==> config.mk <==
export PLATFORM = sky130hd
export DESIGN_NAME = tpp_timer_pair
export DESIGN_NICKNAME = d
export VERILOG_FILES = /design/src/hdl/tpp_pkg.sv /design/src/hdl/tpp_prescale.sv /design/src/hdl/tpp_timer_pair.sv
export VERILOG_INCLUDE_DIRS = /design/src /design/src/hdl
export SDC_FILE = /design/constraint.sdc
export NUM_CORES = 1
export LEC_CHECK = 0
export BUFFER_PORTS_ARGS = -buffer_cell sky130_fd_sc_hd__buf_2
export CAP_MARGIN = 20
export CORE_ASPECT_RATIO = 1.1
export CORE_MARGIN = 3
export CORE_UTILIZATION = 49
export CTS_CLUSTER_DIAMETER = 150
export CTS_CLUSTER_SIZE = 24
export DETAILED_ROUTE_END_ITERATION = 7
export PLACE_DENSITY = 0.71
export REMOVE_ABC_BUFFERS = 1
export SETUP_SLACK_MARGIN = 0.05
export SLEW_MARGIN = 30
export SYNTH_ARGS = -nofsm -noshare
export SYNTH_HDL_FRONTEND = slang
export SYNTH_SLANG_ARGS = --single-unit
==> constraint.sdc <==
create_clock -name aclk -period 2.9 [get_ports aclk]
set_clock_uncertainty 0.15 [all_clocks]
set_input_delay 0.29 -clock aclk [delete_from_list [all_inputs] [get_ports aclk]]
set_output_delay 0.29 -clock aclk [all_outputs]
set_load 0.05 [all_outputs]
==> src/hdl/tpp_defs.svh <==
// constants of the paired 16-bit timer block
`ifndef TPP_DEFS_SVH
`define TPP_DEFS_SVH
`define TPP_ADDR_W 6
`define TPP_OFF_CNT_LO 6'h00
`define TPP_OFF_PER_LO 6'h04
`define TPP_OFF_CTRL_LO 6'h08
`define TPP_OFF_CNT_HI 6'h0C
`define TPP_OFF_PER_HI 6'h10
`define TPP_OFF_CTRL_HI 6'h14
`define TPP_OFF_IRQ_CTL 6'h18
`define TPP_OFF_IRQ_FLAG 6'h1C
`define TPP_OFF_OSC_CTL 6'h20
`define TPP_B_RUN 15
`define TPP_B_GATE 6
`define TPP_PS_MSB 5
`define TPP_PS_LSB 4
`define TPP_B_PAIR 3
`define TPP_B_CS 1
`define TPP_B_EN_LO 0
`define TPP_PRI_LO_MSB 3
`define TPP_PRI_LO_LSB 1
`define TPP_B_EN_HI 4
`define TPP_PRI_HI_MSB 7
`define TPP_PRI_HI_LSB 5
`define TPP_B_FLAG_LO 0
`define TPP_B_FLAG_HI 1
`define TPP_B_OSC_EN 0
`define TPP_CNT_RST 16'h0000
`define TPP_PER_RST 16'hFFFF
`define TPP_CTRL_RST 16'h0000
`define TPP_PS_LIM_1 8'h00
`define TPP_PS_LIM_8 8'h07
`define TPP_PS_LIM_64 8'h3F
`define TPP_PS_LIM_256 8'hFF
`define TPP_RESP_OKAY 2'h0
`define TPP_RESP_SLVERR 2'h2
`endif

==> src/hdl/tpp_pkg.sv <==
// types of the paired 16-bit timer block
`include "tpp_defs.svh"
package tpp_pkg;
	typedef struct packed {
		logic [7:0] div;
	} tpp_pre_state_t;

	typedef struct packed {
		logic [15:0] cnt_lo;
		logic [15:0] cnt_hi;
		logic [15:0] per_lo;
		logic [15:0] per_hi;
		logic [15:0] ctrl_lo;
		logic [15:0] ctrl_hi;
		logic [7:0] irq_ctl;
		logic [1:0] flag;
		logic osc_en;
		logic pin_lo_q;
		logic pin_hi_q;
		logic xtal_q;
		logic aw_full;
		logic [`TPP_ADDR_W-1:0] waddr;
		logic w_full;
		logic [31:0] wdata;
		logic [3:0] wstrb;
		logic bvalid;
		logic [1:0] bresp;
		logic rvalid;
		logic [31:0] rdata;
		logic [1:0] rresp;
	} tpp_state_t;
endpackage : tpp_pkg

==> src/hdl/tpp_prescale.sv <==
// input prescaler of one 16-bit timer
`timescale 1ns/1ps
module tpp_prescale import tpp_pkg::*;
(
	// clock and reset
	input wire logic aclk,
	input wire logic aresetn,
	// control
	input wire logic tick_in,
	input wire logic clear,
	input wire logic [1:0] sel,
	// divided tick
	output logic tick_out
);
	tpp_pre_state_t s;
	tpp_pre_state_t next_s;
	logic [7:0] limit;

	always_comb
	begin
		case (sel)
			2'h0: limit = `TPP_PS_LIM_1;
			2'h1: limit = `TPP_PS_LIM_8;
			2'h2: limit = `TPP_PS_LIM_64;
			default: limit = `TPP_PS_LIM_256;
		endcase
		// a clear in the same cycle swallows the tick, so a count write never steps
		tick_out = tick_in && !clear && (s.div == limit);
		next_s = s;
		if (clear)
			next_s.div = 8'h00;
		else if (tick_out)
			next_s.div = 8'h00;
		else if (tick_in)
			next_s.div = 8'(s.div + 8'h01);
	end

	always_ff @(posedge aclk)
	begin
		if (!aresetn)
			s <= '0;
		else
			s <= next_s;
	end

	property p_ps_one_in_n;
		@(posedge aclk) disable iff (!aresetn)
		tick_out |-> (s.div == limit) && !clear;
	endproperty
	a_ps_one_in_n: assert property (p_ps_one_in_n) else $error("tick passed before divider end");

	property p_ps_clear;
		@(posedge aclk) disable iff (!aresetn)
		clear |=> (s.div == 8'h00);
	endproperty
	a_ps_clear: assert property (p_ps_clear) else $error("prescaler not cleared");
endmodule : tpp_prescale

==> src/hdl/tpp_timer_pair.sv <==
// two 16-bit timers that pair into one 32-bit timer, AXI4-Lite registers
`timescale 1ns/1ps
module tpp_timer_pair import tpp_pkg::*;
(
	// clock and reset
	input wire logic aclk,
	input wire logic aresetn,
	// write address channel
	input wire logic awvalid,
	output logic awready,
	input wire logic [`TPP_ADDR_W-1:0] awaddr,
	// write data channel
	input wire logic wvalid,
	output logic wready,
	input wire logic [31:0] wdata,
	input wire logic [3:0] wstrb,
	// write response channel
	output logic bvalid,
	input wire logic bready,
	output logic [1:0] bresp,
	// read address channel
	input wire logic arvalid,
	output logic arready,
	input wire logic [`TPP_ADDR_W-1:0] araddr,
	// read data channel
	output logic rvalid,
	input wire logic rready,
	output logic [31:0] rdata,
	output logic [1:0] rresp,
	// pins, sampled as synchronous levels
	input wire logic ext_pin_low,
	input wire logic ext_pin_high,
	input wire logic crystal_in_pin,
	// interrupt requests to the controller
	output logic irq_req_low,
	output logic irq_req_high,
	output logic [2:0] irq_pri_low,
	output logic [2:0] irq_pri_high
);
	tpp_state_t s;
	tpp_state_t next_s;

	// byte lanes 0 and 1 only; lanes 2 and 3 fall on read-as-zero bits
	function automatic logic [15:0] merge16(input logic [15:0] old, input logic [31:0] d,
		input logic [3:0] strb);
		logic [15:0] r;
		r = old;
		if (strb[0])
			r[7:0] = d[7:0];
		if (strb[1])
			r[15:8] = d[15:8];
		return r;
	endfunction : merge16

	function automatic logic [15:0] step16(input logic [15:0] c, input logic [15:0] p);
		return (c == p) ? `TPP_CNT_RST : 16'(c + 16'h0001);
	endfunction : step16

	logic wr_go;
	logic [`TPP_ADDR_W-1:0] wa;
	logic wr_lanes;
	logic wr_cnt_lo, wr_cnt_hi, wr_ctrl_lo, wr_flag;
	logic pair, run_lo, run_hi;
	logic gate_lo, gate_hi;
	logic src_lo, src_hi, raw_lo, raw_hi;
	logic tick_lo, tick_hi;
	logic fall_lo, fall_hi;
	logic [31:0] c32, p32;
	logic match_lo, match_hi, match32;
	logic set_lo, set_hi;
	logic [15:0] rd_word;
	logic rd_hit;
	logic [1:0] flag_wr;

	assign pair = s.ctrl_lo[`TPP_B_PAIR];
	assign run_lo = s.ctrl_lo[`TPP_B_RUN];
	// high control is don't-care while paired
	assign run_hi = s.ctrl_hi[`TPP_B_RUN] && !pair;
	assign gate_lo = s.ctrl_lo[`TPP_B_GATE] && !s.ctrl_lo[`TPP_B_CS] && run_lo;
	assign gate_hi = s.ctrl_hi[`TPP_B_GATE] && !s.ctrl_hi[`TPP_B_CS] && run_hi;
	// crystal edges replace the low timer's pin when the oscillator is enabled; the high timer keeps ext_pin_high
	assign src_lo = s.osc_en ? (crystal_in_pin && !s.xtal_q)
		: (ext_pin_low && !s.pin_lo_q);
	assign src_hi = ext_pin_high && !s.pin_hi_q;
	// pin clock sources are edge-sampled on aclk, the gate passes the pin level; no asynchronous path exists
	assign raw_lo = run_lo && (s.ctrl_lo[`TPP_B_CS] ? src_lo
		: (gate_lo ? ext_pin_low : 1'h1));
	assign raw_hi = run_hi && (s.ctrl_hi[`TPP_B_CS] ? src_hi
		: (gate_hi ? ext_pin_high : 1'h1));
	assign fall_lo = gate_lo && s.pin_lo_q && !ext_pin_low;
	assign fall_hi = gate_hi && s.pin_hi_q && !ext_pin_high;

	assign wr_go = s.aw_full && s.w_full && !s.bvalid;
	assign wa = {s.waddr[`TPP_ADDR_W-1:2], 2'h0};
	assign wr_lanes = wr_go && (s.wstrb[1:0] != 2'h0);
	assign wr_cnt_lo = wr_lanes && (wa == `TPP_OFF_CNT_LO);
	assign wr_cnt_hi = wr_lanes && (wa == `TPP_OFF_CNT_HI);
	assign wr_ctrl_lo = wr_lanes && (wa == `TPP_OFF_CTRL_LO);
	assign wr_flag = wr_lanes && (wa == `TPP_OFF_IRQ_FLAG);

	tpp_prescale u_pre_lo (
		.aclk(aclk),
		.aresetn(aresetn),
		.tick_in(raw_lo),
		.clear(wr_cnt_lo || !run_lo),
		.sel(s.ctrl_lo[`TPP_PS_MSB:`TPP_PS_LSB]),
		.tick_out(tick_lo)
	);

	tpp_prescale u_pre_hi (
		.aclk(aclk),
		.aresetn(aresetn),
		.tick_in(raw_hi),
		.clear(wr_cnt_hi || !run_hi),
		.sel(s.ctrl_hi[`TPP_PS_MSB:`TPP_PS_LSB]),
		.tick_out(tick_hi)
	);

	assign c32 = {s.cnt_hi, s.cnt_lo};
	assign p32 = {s.per_hi, s.per_lo};
	// a zero period never flags, so a stalled-at-zero timer stays quiet
	assign match_lo = tick_lo && !pair && !gate_lo && (s.cnt_lo == s.per_lo)
		&& (s.per_lo != 16'h0000);
	assign match_hi = tick_hi && !gate_hi && (s.cnt_hi == s.per_hi)
		&& (s.per_hi != 16'h0000);
	assign match32 = tick_lo && pair && !gate_lo && (c32 == p32)
		&& (p32 != 32'h00000000);
	// pair events land on the high-word flag only
	assign set_lo = !pair && (match_lo || fall_lo);
	assign set_hi = match_hi || match32 || (pair && fall_lo) || fall_hi;

	always_comb
	begin
		rd_hit = 1'h1;
		case ({araddr[`TPP_ADDR_W-1:2], 2'h0})
			`TPP_OFF_CNT_LO: rd_word = s.cnt_lo;
			`TPP_OFF_PER_LO: rd_word = s.per_lo;
			`TPP_OFF_CTRL_LO: rd_word = s.ctrl_lo;
			`TPP_OFF_CNT_HI: rd_word = s.cnt_hi;
			`TPP_OFF_PER_HI: rd_word = s.per_hi;
			`TPP_OFF_CTRL_HI: rd_word = s.ctrl_hi;
			`TPP_OFF_IRQ_CTL: rd_word = {8'h00, s.irq_ctl};
			`TPP_OFF_IRQ_FLAG: rd_word = {14'h0000, s.flag};
			`TPP_OFF_OSC_CTL: rd_word = {15'h0000, s.osc_en};
			default:
			begin
				rd_word = 16'h0000;
				rd_hit = 1'h0;
			end
		endcase
	end

	always_comb
	begin
		next_s = s;
		flag_wr = 2'(merge16({14'h0000, s.flag}, s.wdata, s.wstrb));
		next_s.pin_lo_q = ext_pin_low;
		next_s.pin_hi_q = ext_pin_high;
		next_s.xtal_q = crystal_in_pin;
		// counting; a pending count write masks this cycle's step
		if (pair)
		begin
			if (tick_lo && !wr_cnt_lo && !wr_cnt_hi)
			begin
				if (c32 == p32)
				begin
					next_s.cnt_lo = `TPP_CNT_RST;
					next_s.cnt_hi = `TPP_CNT_RST;
				end
				else
				begin
					next_s.cnt_lo = 16'(c32[15:0] + 16'h0001);
					next_s.cnt_hi = 16'(c32[31:16] + 16'(s.cnt_lo == 16'hFFFF));
				end
			end
		end
		else
		begin
			if (tick_lo)
				next_s.cnt_lo = step16(s.cnt_lo, s.per_lo);
			if (tick_hi)
				next_s.cnt_hi = step16(s.cnt_hi, s.per_hi);
		end
		// register writes; only lanes written change, the rest keep their old value
		if (wr_cnt_lo)
			next_s.cnt_lo = merge16(s.cnt_lo, s.wdata, s.wstrb);
		if (wr_cnt_hi)
			next_s.cnt_hi = merge16(s.cnt_hi, s.wdata, s.wstrb);
		if (wr_lanes && (wa == `TPP_OFF_PER_LO))
			next_s.per_lo = merge16(s.per_lo, s.wdata, s.wstrb);
		if (wr_lanes && (wa == `TPP_OFF_PER_HI))
			next_s.per_hi = merge16(s.per_hi, s.wdata, s.wstrb);
		if (wr_ctrl_lo)
			next_s.ctrl_lo = merge16(s.ctrl_lo, s.wdata, s.wstrb);
		if (wr_lanes && (wa == `TPP_OFF_CTRL_HI))
			next_s.ctrl_hi = merge16(s.ctrl_hi, s.wdata, s.wstrb);
		if (wr_go && s.wstrb[0] && (wa == `TPP_OFF_IRQ_CTL))
			next_s.irq_ctl = s.wdata[7:0];
		if (wr_go && s.wstrb[0] && (wa == `TPP_OFF_OSC_CTL))
			next_s.osc_en = s.wdata[`TPP_B_OSC_EN];
		// software clears flags; a same-cycle event still wins
		if (wr_flag)
			next_s.flag = flag_wr;
		next_s.flag[`TPP_B_FLAG_LO] = next_s.flag[`TPP_B_FLAG_LO] || set_lo;
		next_s.flag[`TPP_B_FLAG_HI] = next_s.flag[`TPP_B_FLAG_HI] || set_hi;
		// write channels, taken in either order
		if (awvalid && awready)
		begin
			next_s.aw_full = 1'h1;
			next_s.waddr = awaddr;
		end
		if (wvalid && wready)
		begin
			next_s.w_full = 1'h1;
			next_s.wdata = wdata;
			next_s.wstrb = wstrb;
		end
		if (wr_go)
		begin
			next_s.aw_full = 1'h0;
			next_s.w_full = 1'h0;
			next_s.bvalid = 1'h1;
			next_s.bresp = (wa > `TPP_OFF_OSC_CTL) ? `TPP_RESP_SLVERR : `TPP_RESP_OKAY;
		end
		else if (s.bvalid && bready)
			next_s.bvalid = 1'h0;
		// read channel; a non-word address reads as zero
		if (arvalid && arready)
		begin
			next_s.rvalid = 1'h1;
			next_s.rdata = (araddr[1:0] != 2'h0) ? 32'h00000000 : {16'h0000, rd_word};
			next_s.rresp = rd_hit ? `TPP_RESP_OKAY : `TPP_RESP_SLVERR;
		end
		else if (s.rvalid && rready)
			next_s.rvalid = 1'h0;
	end

	always_ff @(posedge aclk)
	begin
		if (!aresetn)
		begin
			s <= '0;
			s.per_lo <= `TPP_PER_RST;
			s.per_hi <= `TPP_PER_RST;
			s.ctrl_lo <= `TPP_CTRL_RST;
			s.ctrl_hi <= `TPP_CTRL_RST;
			s.cnt_lo <= `TPP_CNT_RST;
			s.cnt_hi <= `TPP_CNT_RST;
		end
		else
			s <= next_s;
	end

	assign awready = !s.aw_full;
	assign wready = !s.w_full;
	assign arready = !s.rvalid;
	assign bvalid = s.bvalid;
	assign bresp = s.bresp;
	assign rvalid = s.rvalid;
	assign rdata = s.rdata;
	assign rresp = s.rresp;
	// in pair mode irq_req_low is held low; irq_pri_low still shows the low-word priority bits
	assign irq_pri_low = s.irq_ctl[`TPP_PRI_LO_MSB:`TPP_PRI_LO_LSB];
	assign irq_pri_high = s.irq_ctl[`TPP_PRI_HI_MSB:`TPP_PRI_HI_LSB];
	assign irq_req_low = !pair && s.flag[`TPP_B_FLAG_LO] && s.irq_ctl[`TPP_B_EN_LO]
		&& (irq_pri_low != 3'h0);
	assign irq_req_high = s.flag[`TPP_B_FLAG_HI] && s.irq_ctl[`TPP_B_EN_HI]
		&& (irq_pri_high != 3'h0);

	property p_cnt_write;
		@(posedge aclk) disable iff (!aresetn)
		(wr_cnt_lo && s.wstrb[1:0] == 2'h3) |=> (s.cnt_lo == $past(s.wdata[15:0]));
	endproperty
	a_cnt_write: assert property (p_cnt_write) else $error("count write lost");

	property p_ctrl_keeps_cnt;
		@(posedge aclk) disable iff (!aresetn)
		(wr_ctrl_lo && !wr_cnt_lo && !tick_lo) |=> (s.cnt_lo == $past(s.cnt_lo));
	endproperty
	a_ctrl_keeps_cnt: assert property (p_ctrl_keeps_cnt) else $error("control write moved count");

	property p_stopped_holds;
		@(posedge aclk) disable iff (!aresetn)
		(!run_lo && !wr_cnt_lo && !wr_cnt_hi) |=> $stable(s.cnt_lo) && !$rose(s.flag[0]);
	endproperty
	a_stopped_holds: assert property (p_stopped_holds) else $error("stopped timer moved");

	property p_zero_period;
		@(posedge aclk) disable iff (!aresetn)
		(!pair && !gate_lo && s.per_lo == 16'h0000 && !s.flag[0]) |=> !s.flag[0];
	endproperty
	a_zero_period: assert property (p_zero_period) else $error("zero period flagged");

	property p_flag_sticky;
		@(posedge aclk) disable iff (!aresetn)
		(s.flag[1] && !wr_flag) |=> s.flag[1];
	endproperty
	a_flag_sticky: assert property (p_flag_sticky) else $error("flag cleared by hardware");

	property p_irq_gate;
		@(posedge aclk) disable iff (!aresetn)
		irq_req_high |-> s.irq_ctl[`TPP_B_EN_HI] && irq_pri_high != 3'h0 && s.flag[1];
	endproperty
	a_irq_gate: assert property (p_irq_gate) else $error("request without enable");

	property p_gate_fall;
		@(posedge aclk) disable iff (!aresetn)
		(gate_lo && $fell(ext_pin_low)) |=> (pair ? s.flag[1] : s.flag[0]);
	endproperty
	a_gate_fall: assert property (p_gate_fall) else $error("gate fall not flagged");

	property p_carry;
		@(posedge aclk) disable iff (!aresetn)
		(pair && tick_lo && c32 != p32 && s.cnt_lo == 16'hFFFF && !wr_cnt_lo && !wr_cnt_hi)
		|=> (s.cnt_hi == 16'($past(s.cnt_hi) + 16'h0001)) && s.cnt_lo == 16'h0000;
	endproperty
	a_carry: assert property (p_carry) else $error("high word missed carry");

	property p_byte_read;
		@(posedge aclk) disable iff (!aresetn)
		(arvalid && arready && araddr[1:0] != 2'h0) |=> rvalid && rdata == 32'h00000000;
	endproperty
	a_byte_read: assert property (p_byte_read) else $error("byte read returned data");
endmodule : tpp_timer_pair

==> impl_results.md <==
* Setup_tns at 0 ns
* Tightest Pin Transition at 0.7881 ns
* Area of the die at 20880 µm²
* Synth cell types at 75
* Routed Antenna Nets at 0
* Clock transition at path regs at 0.07 ns
* Diode count at 0
* DRC at 0
* Worst hold path cell count at 3
* Largest net degree at the start of global routing at 67
* Die Y at 151.3 µm
* Startpoint Class: flip-flop
* Area delta synth->final at 19.83%
* Yosys reg bits at 170
* Syn Area/Cell at 7.946 µm²
* CP Max Fanout at 3
* CP peak stage delay at 0.40 ns
* DIE WIDTH at 138.1 µm
* Num rows at 52
* First-pass GRT wire length at 47770 µm
* GP Congestion at 0.9520
* Yosys Warn Count at 0
* Worst EP required at 3.07 ns
* Worst ir drop on vdd at 0.0004054 V
* Tot GR Track Use at 28.63%
* # clock sinks at 170
* Initial detailed-routing violation count at 1314
* Synth Cell Area at 9400 µm²
* CP max stage cell: or3_4
* CTS H-tree depth at 4
* IO Count at 107
* Final setup violation count at 0
* Predominant post-synthesis flop cell: dfxtp_1
* Crit path depth at 12
* CP most frequent cell: ha_4
* Core area at 18610 µm²
* PortBufs at 68
* Crit path DAT at 2.99 ns
* Initial Util at 50.52%
* Root buffer cell: clkbuf_16
* CTS buffer count at 17
* Design Power at 5.318 mW
* Worst path bufs/invs at 0
* Number of fill cells at 1670
* Final hold violation count at 0
* Max Cap Viol at 0
* Register area share after synthesis at 36.20%
* Kind of critical path: flip-flop to flip-flop
* HP Class: input port to flip-flop
* Area after DPL at 10130 µm²
* Async SR Flop Fraction at 0%
* Post-route minimum period at 2.820 ns
* P_leak at 4.340 nW
* Post-Syn Instances at 1183
* Post-layout net count at 1346
* Initial antenna violation count at 0
* CP Cell Sequence: ha_4 -> nand3_4 -> nor2_4 -> nand4_1 -> nor2_2 -> ha_2 -> ha_4 -> nand3_2 -> or3_4 -> or2_2 -> a211oi_2 -> o22ai_1
* Share of layout cells above drive strength 1 at 18.53%
* Vias in the first global route at 8775
* RSZ-0062 raised after global routing: true
* Rel. slew slack at 47.41%
* Vias at 9510
* Hpwl dp at 21410 µm
* Via/cell ratio at 6.183
* Post-synth EDFFs at 0
* Multi-input logic area at 5439 µm²
* CTS tree: yes
* Fin area at 11260 µm²
* Drt first pass iters at 6
* Drt wl/cell at 19.85 µm
* Top Family by Delay on Critical Path: simple AND/OR/NAND/NOR gates
* Reg area at 3406 µm²
* CP endpoint kind: flip-flop
* Register-to-Register Path Depth at 12
* Status: finished, final reports clean
* Final period util at 97.23%
* P per Cell Area at 472.1 nW/µm²
* Clk_lat worst skew at 0.44 ns
* Clock buffer depth at 2
* Achievable Freq at 354.6 MHz
* Final Max Tran Viols at 0
* DRT Wirelength at 30530 µm
* Total gr overflow at 0
-- repair_timing --
action / CTS / global route
resized for setup: 7 / 15
setup buffers: 11 / 3
endpoints found under the hold margin: 29 / 0
endpoints found under the setup margin: 5 / 11
hold buffers: 30 / 0
pin swaps: 4 / 9
-- final timing paths --
check	from	to	slack, ns
setup / recovery	c32[1]	c32[30]	0.08
hold reg to reg	s[104]	s[104]	0.31
setup reg to reg	c32[1]	c32[30]	0.08
hold / removal	aresetn	s[81]	0.12
-- stage by stage --
step	cells	hold WS (ns)	utilization (%)	setup slack, ns
floorplan	1065	0.2019	-	-1.291
global placement	1463	0.2898	54.45	0.01614
detailed placement	1463	0.2977	54.46	-0.1207
CTS	1536	0.1190	60.07	0.07103
global route	1538	0.1337	60.54	-0.06313
finish	1538	0.1218	60.54	0.08019
-- registers in the layout, summed over array words and instances, names as in the netlist --
| name | count |
|---|---|
| bresp | 1 |
| bvalid | 1 |
| c32 | 32 |
| irq_pri_high | 3 |
| irq_pri_low | 3 |
| p32 | 32 |
| pair | 1 |
| rdata | 16 |
| rresp | 1 |
| run_lo | 1 |
| rvalid | 1 |
| s | 62 |
| u_pre_hi.s | 8 |
| u_pre_lo.s | 8 |
-- layout by cell type, fill, tap and decap left out, drive strengths merged, types with 17 or more instances in the layout --
| cell | count |
|---|---|
| a21oi | 76 |
| a22oi | 45 |
| a31oi | 19 |
| buf | 168 |
| clkbuf | 17 |
| conb | 18 |
| dfxtp | 170 |
| dlygate4sd3 | 30 |
| inv | 22 |
| mux2i | 46 |
| nand2 | 169 |
| nand3 | 64 |
| nand4 | 25 |
| nor2 | 103 |
| nor3 | 23 |
| nor4 | 22 |
| xnor2 | 26 |
| xor2 | 34 |
-- power by group --
part / total [mW] / switching, mW / internal [mW]
Clock: 2.50 / 1.04 / 1.46
Combinational: 0.393 / 0.264 / 0.129
Sequential: 2.43 / 0.0609 / 2.37
Total: 5.32 / 1.36 / 3.95
-- layout make-up --
cell class / count / share of cell area, %
clock buffer: 17 / 3.777
clock inverter: 15 / 1.866
inverter: 17 / 0.5665
multi-input combinational: 878 / 48.28
sequential: 170 / 30.23
tap: 243 / 2.699
timing repair buffer: 198 / 12.57
-- cell families (layout without fill, tap and decap cells) --
| family | after synthesis | after routing | synth area share (%) |
|---|---|---|---|
| flip-flops | 170 | 170 | 36.20 |
| multiplexers | 47 | 47 | 5.018 |
| XOR/XNOR | 60 | 60 | 5.590 |
| AND/OR/NAND/NOR | 482 | 482 | 24.65 |
| adder cells (fa/ha/maj) | 6 | 6 | 0.7986 |
| buffers and inverters | 152 | 247 | 7.893 |
| AO/OA/AOI/OAI | 265 | 265 | 19.81 |
| other | 1 | 18 | 0.03989 |
-- synthesized netlist by cell type, types with 7 or more instances --
library cell	count	share of area, %
a211oi_1	15	1.2
a21oi_1	76	4.0
a222oi_1	10	1.1
a22oi_1	45	3.6
a31oi_1	19	1.3
and2_1	9	0.60
and3_1	15	1.0
buf_1	9	0.36
buf_4	42	3.4
clkbuf_1	78	3.1
dfxtp_1	170	36
inv_1	16	0.64
mux2i_1	46	4.9
nand2_1	169	6.7
nand2b_1	7	0.47
nand3_1	64	3.4
nand4_1	24	1.6
nor2_1	103	4.1
nor3_1	22	1.2
nor3b_1	7	0.56
nor4_1	22	1.5
o211ai_1	11	0.88
o21ai_0	14	0.75
xnor2_1	26	2.4
xor2_1	34	3.2
-- routing by layer --
layer,global-route usage (%),routed length (µm),part of all wire (%),vias up
met5,0,0,0,-
met1,36.77,12350,40,4468
met2,47.90,14250,47,527
li1,-,-,-,4430
met3,5.368,2761,9.0,85
met4,11.41,1169,3.8,0
-- worst register-to-register path, cell delays in order (launching register included) --
cell      delay, ns
dfxtp_2        0.36
ha_4           0.16
nand3_4        0.09
nor2_4         0.12
nand4_1        0.15
nor2_2         0.23
ha_2           0.25
ha_4           0.14
nand3_2        0.08
or3_4          0.40
or2_2          0.30
a211oi_2       0.19
o22ai_1        0.08
Power figures use the tool's default switching activity.
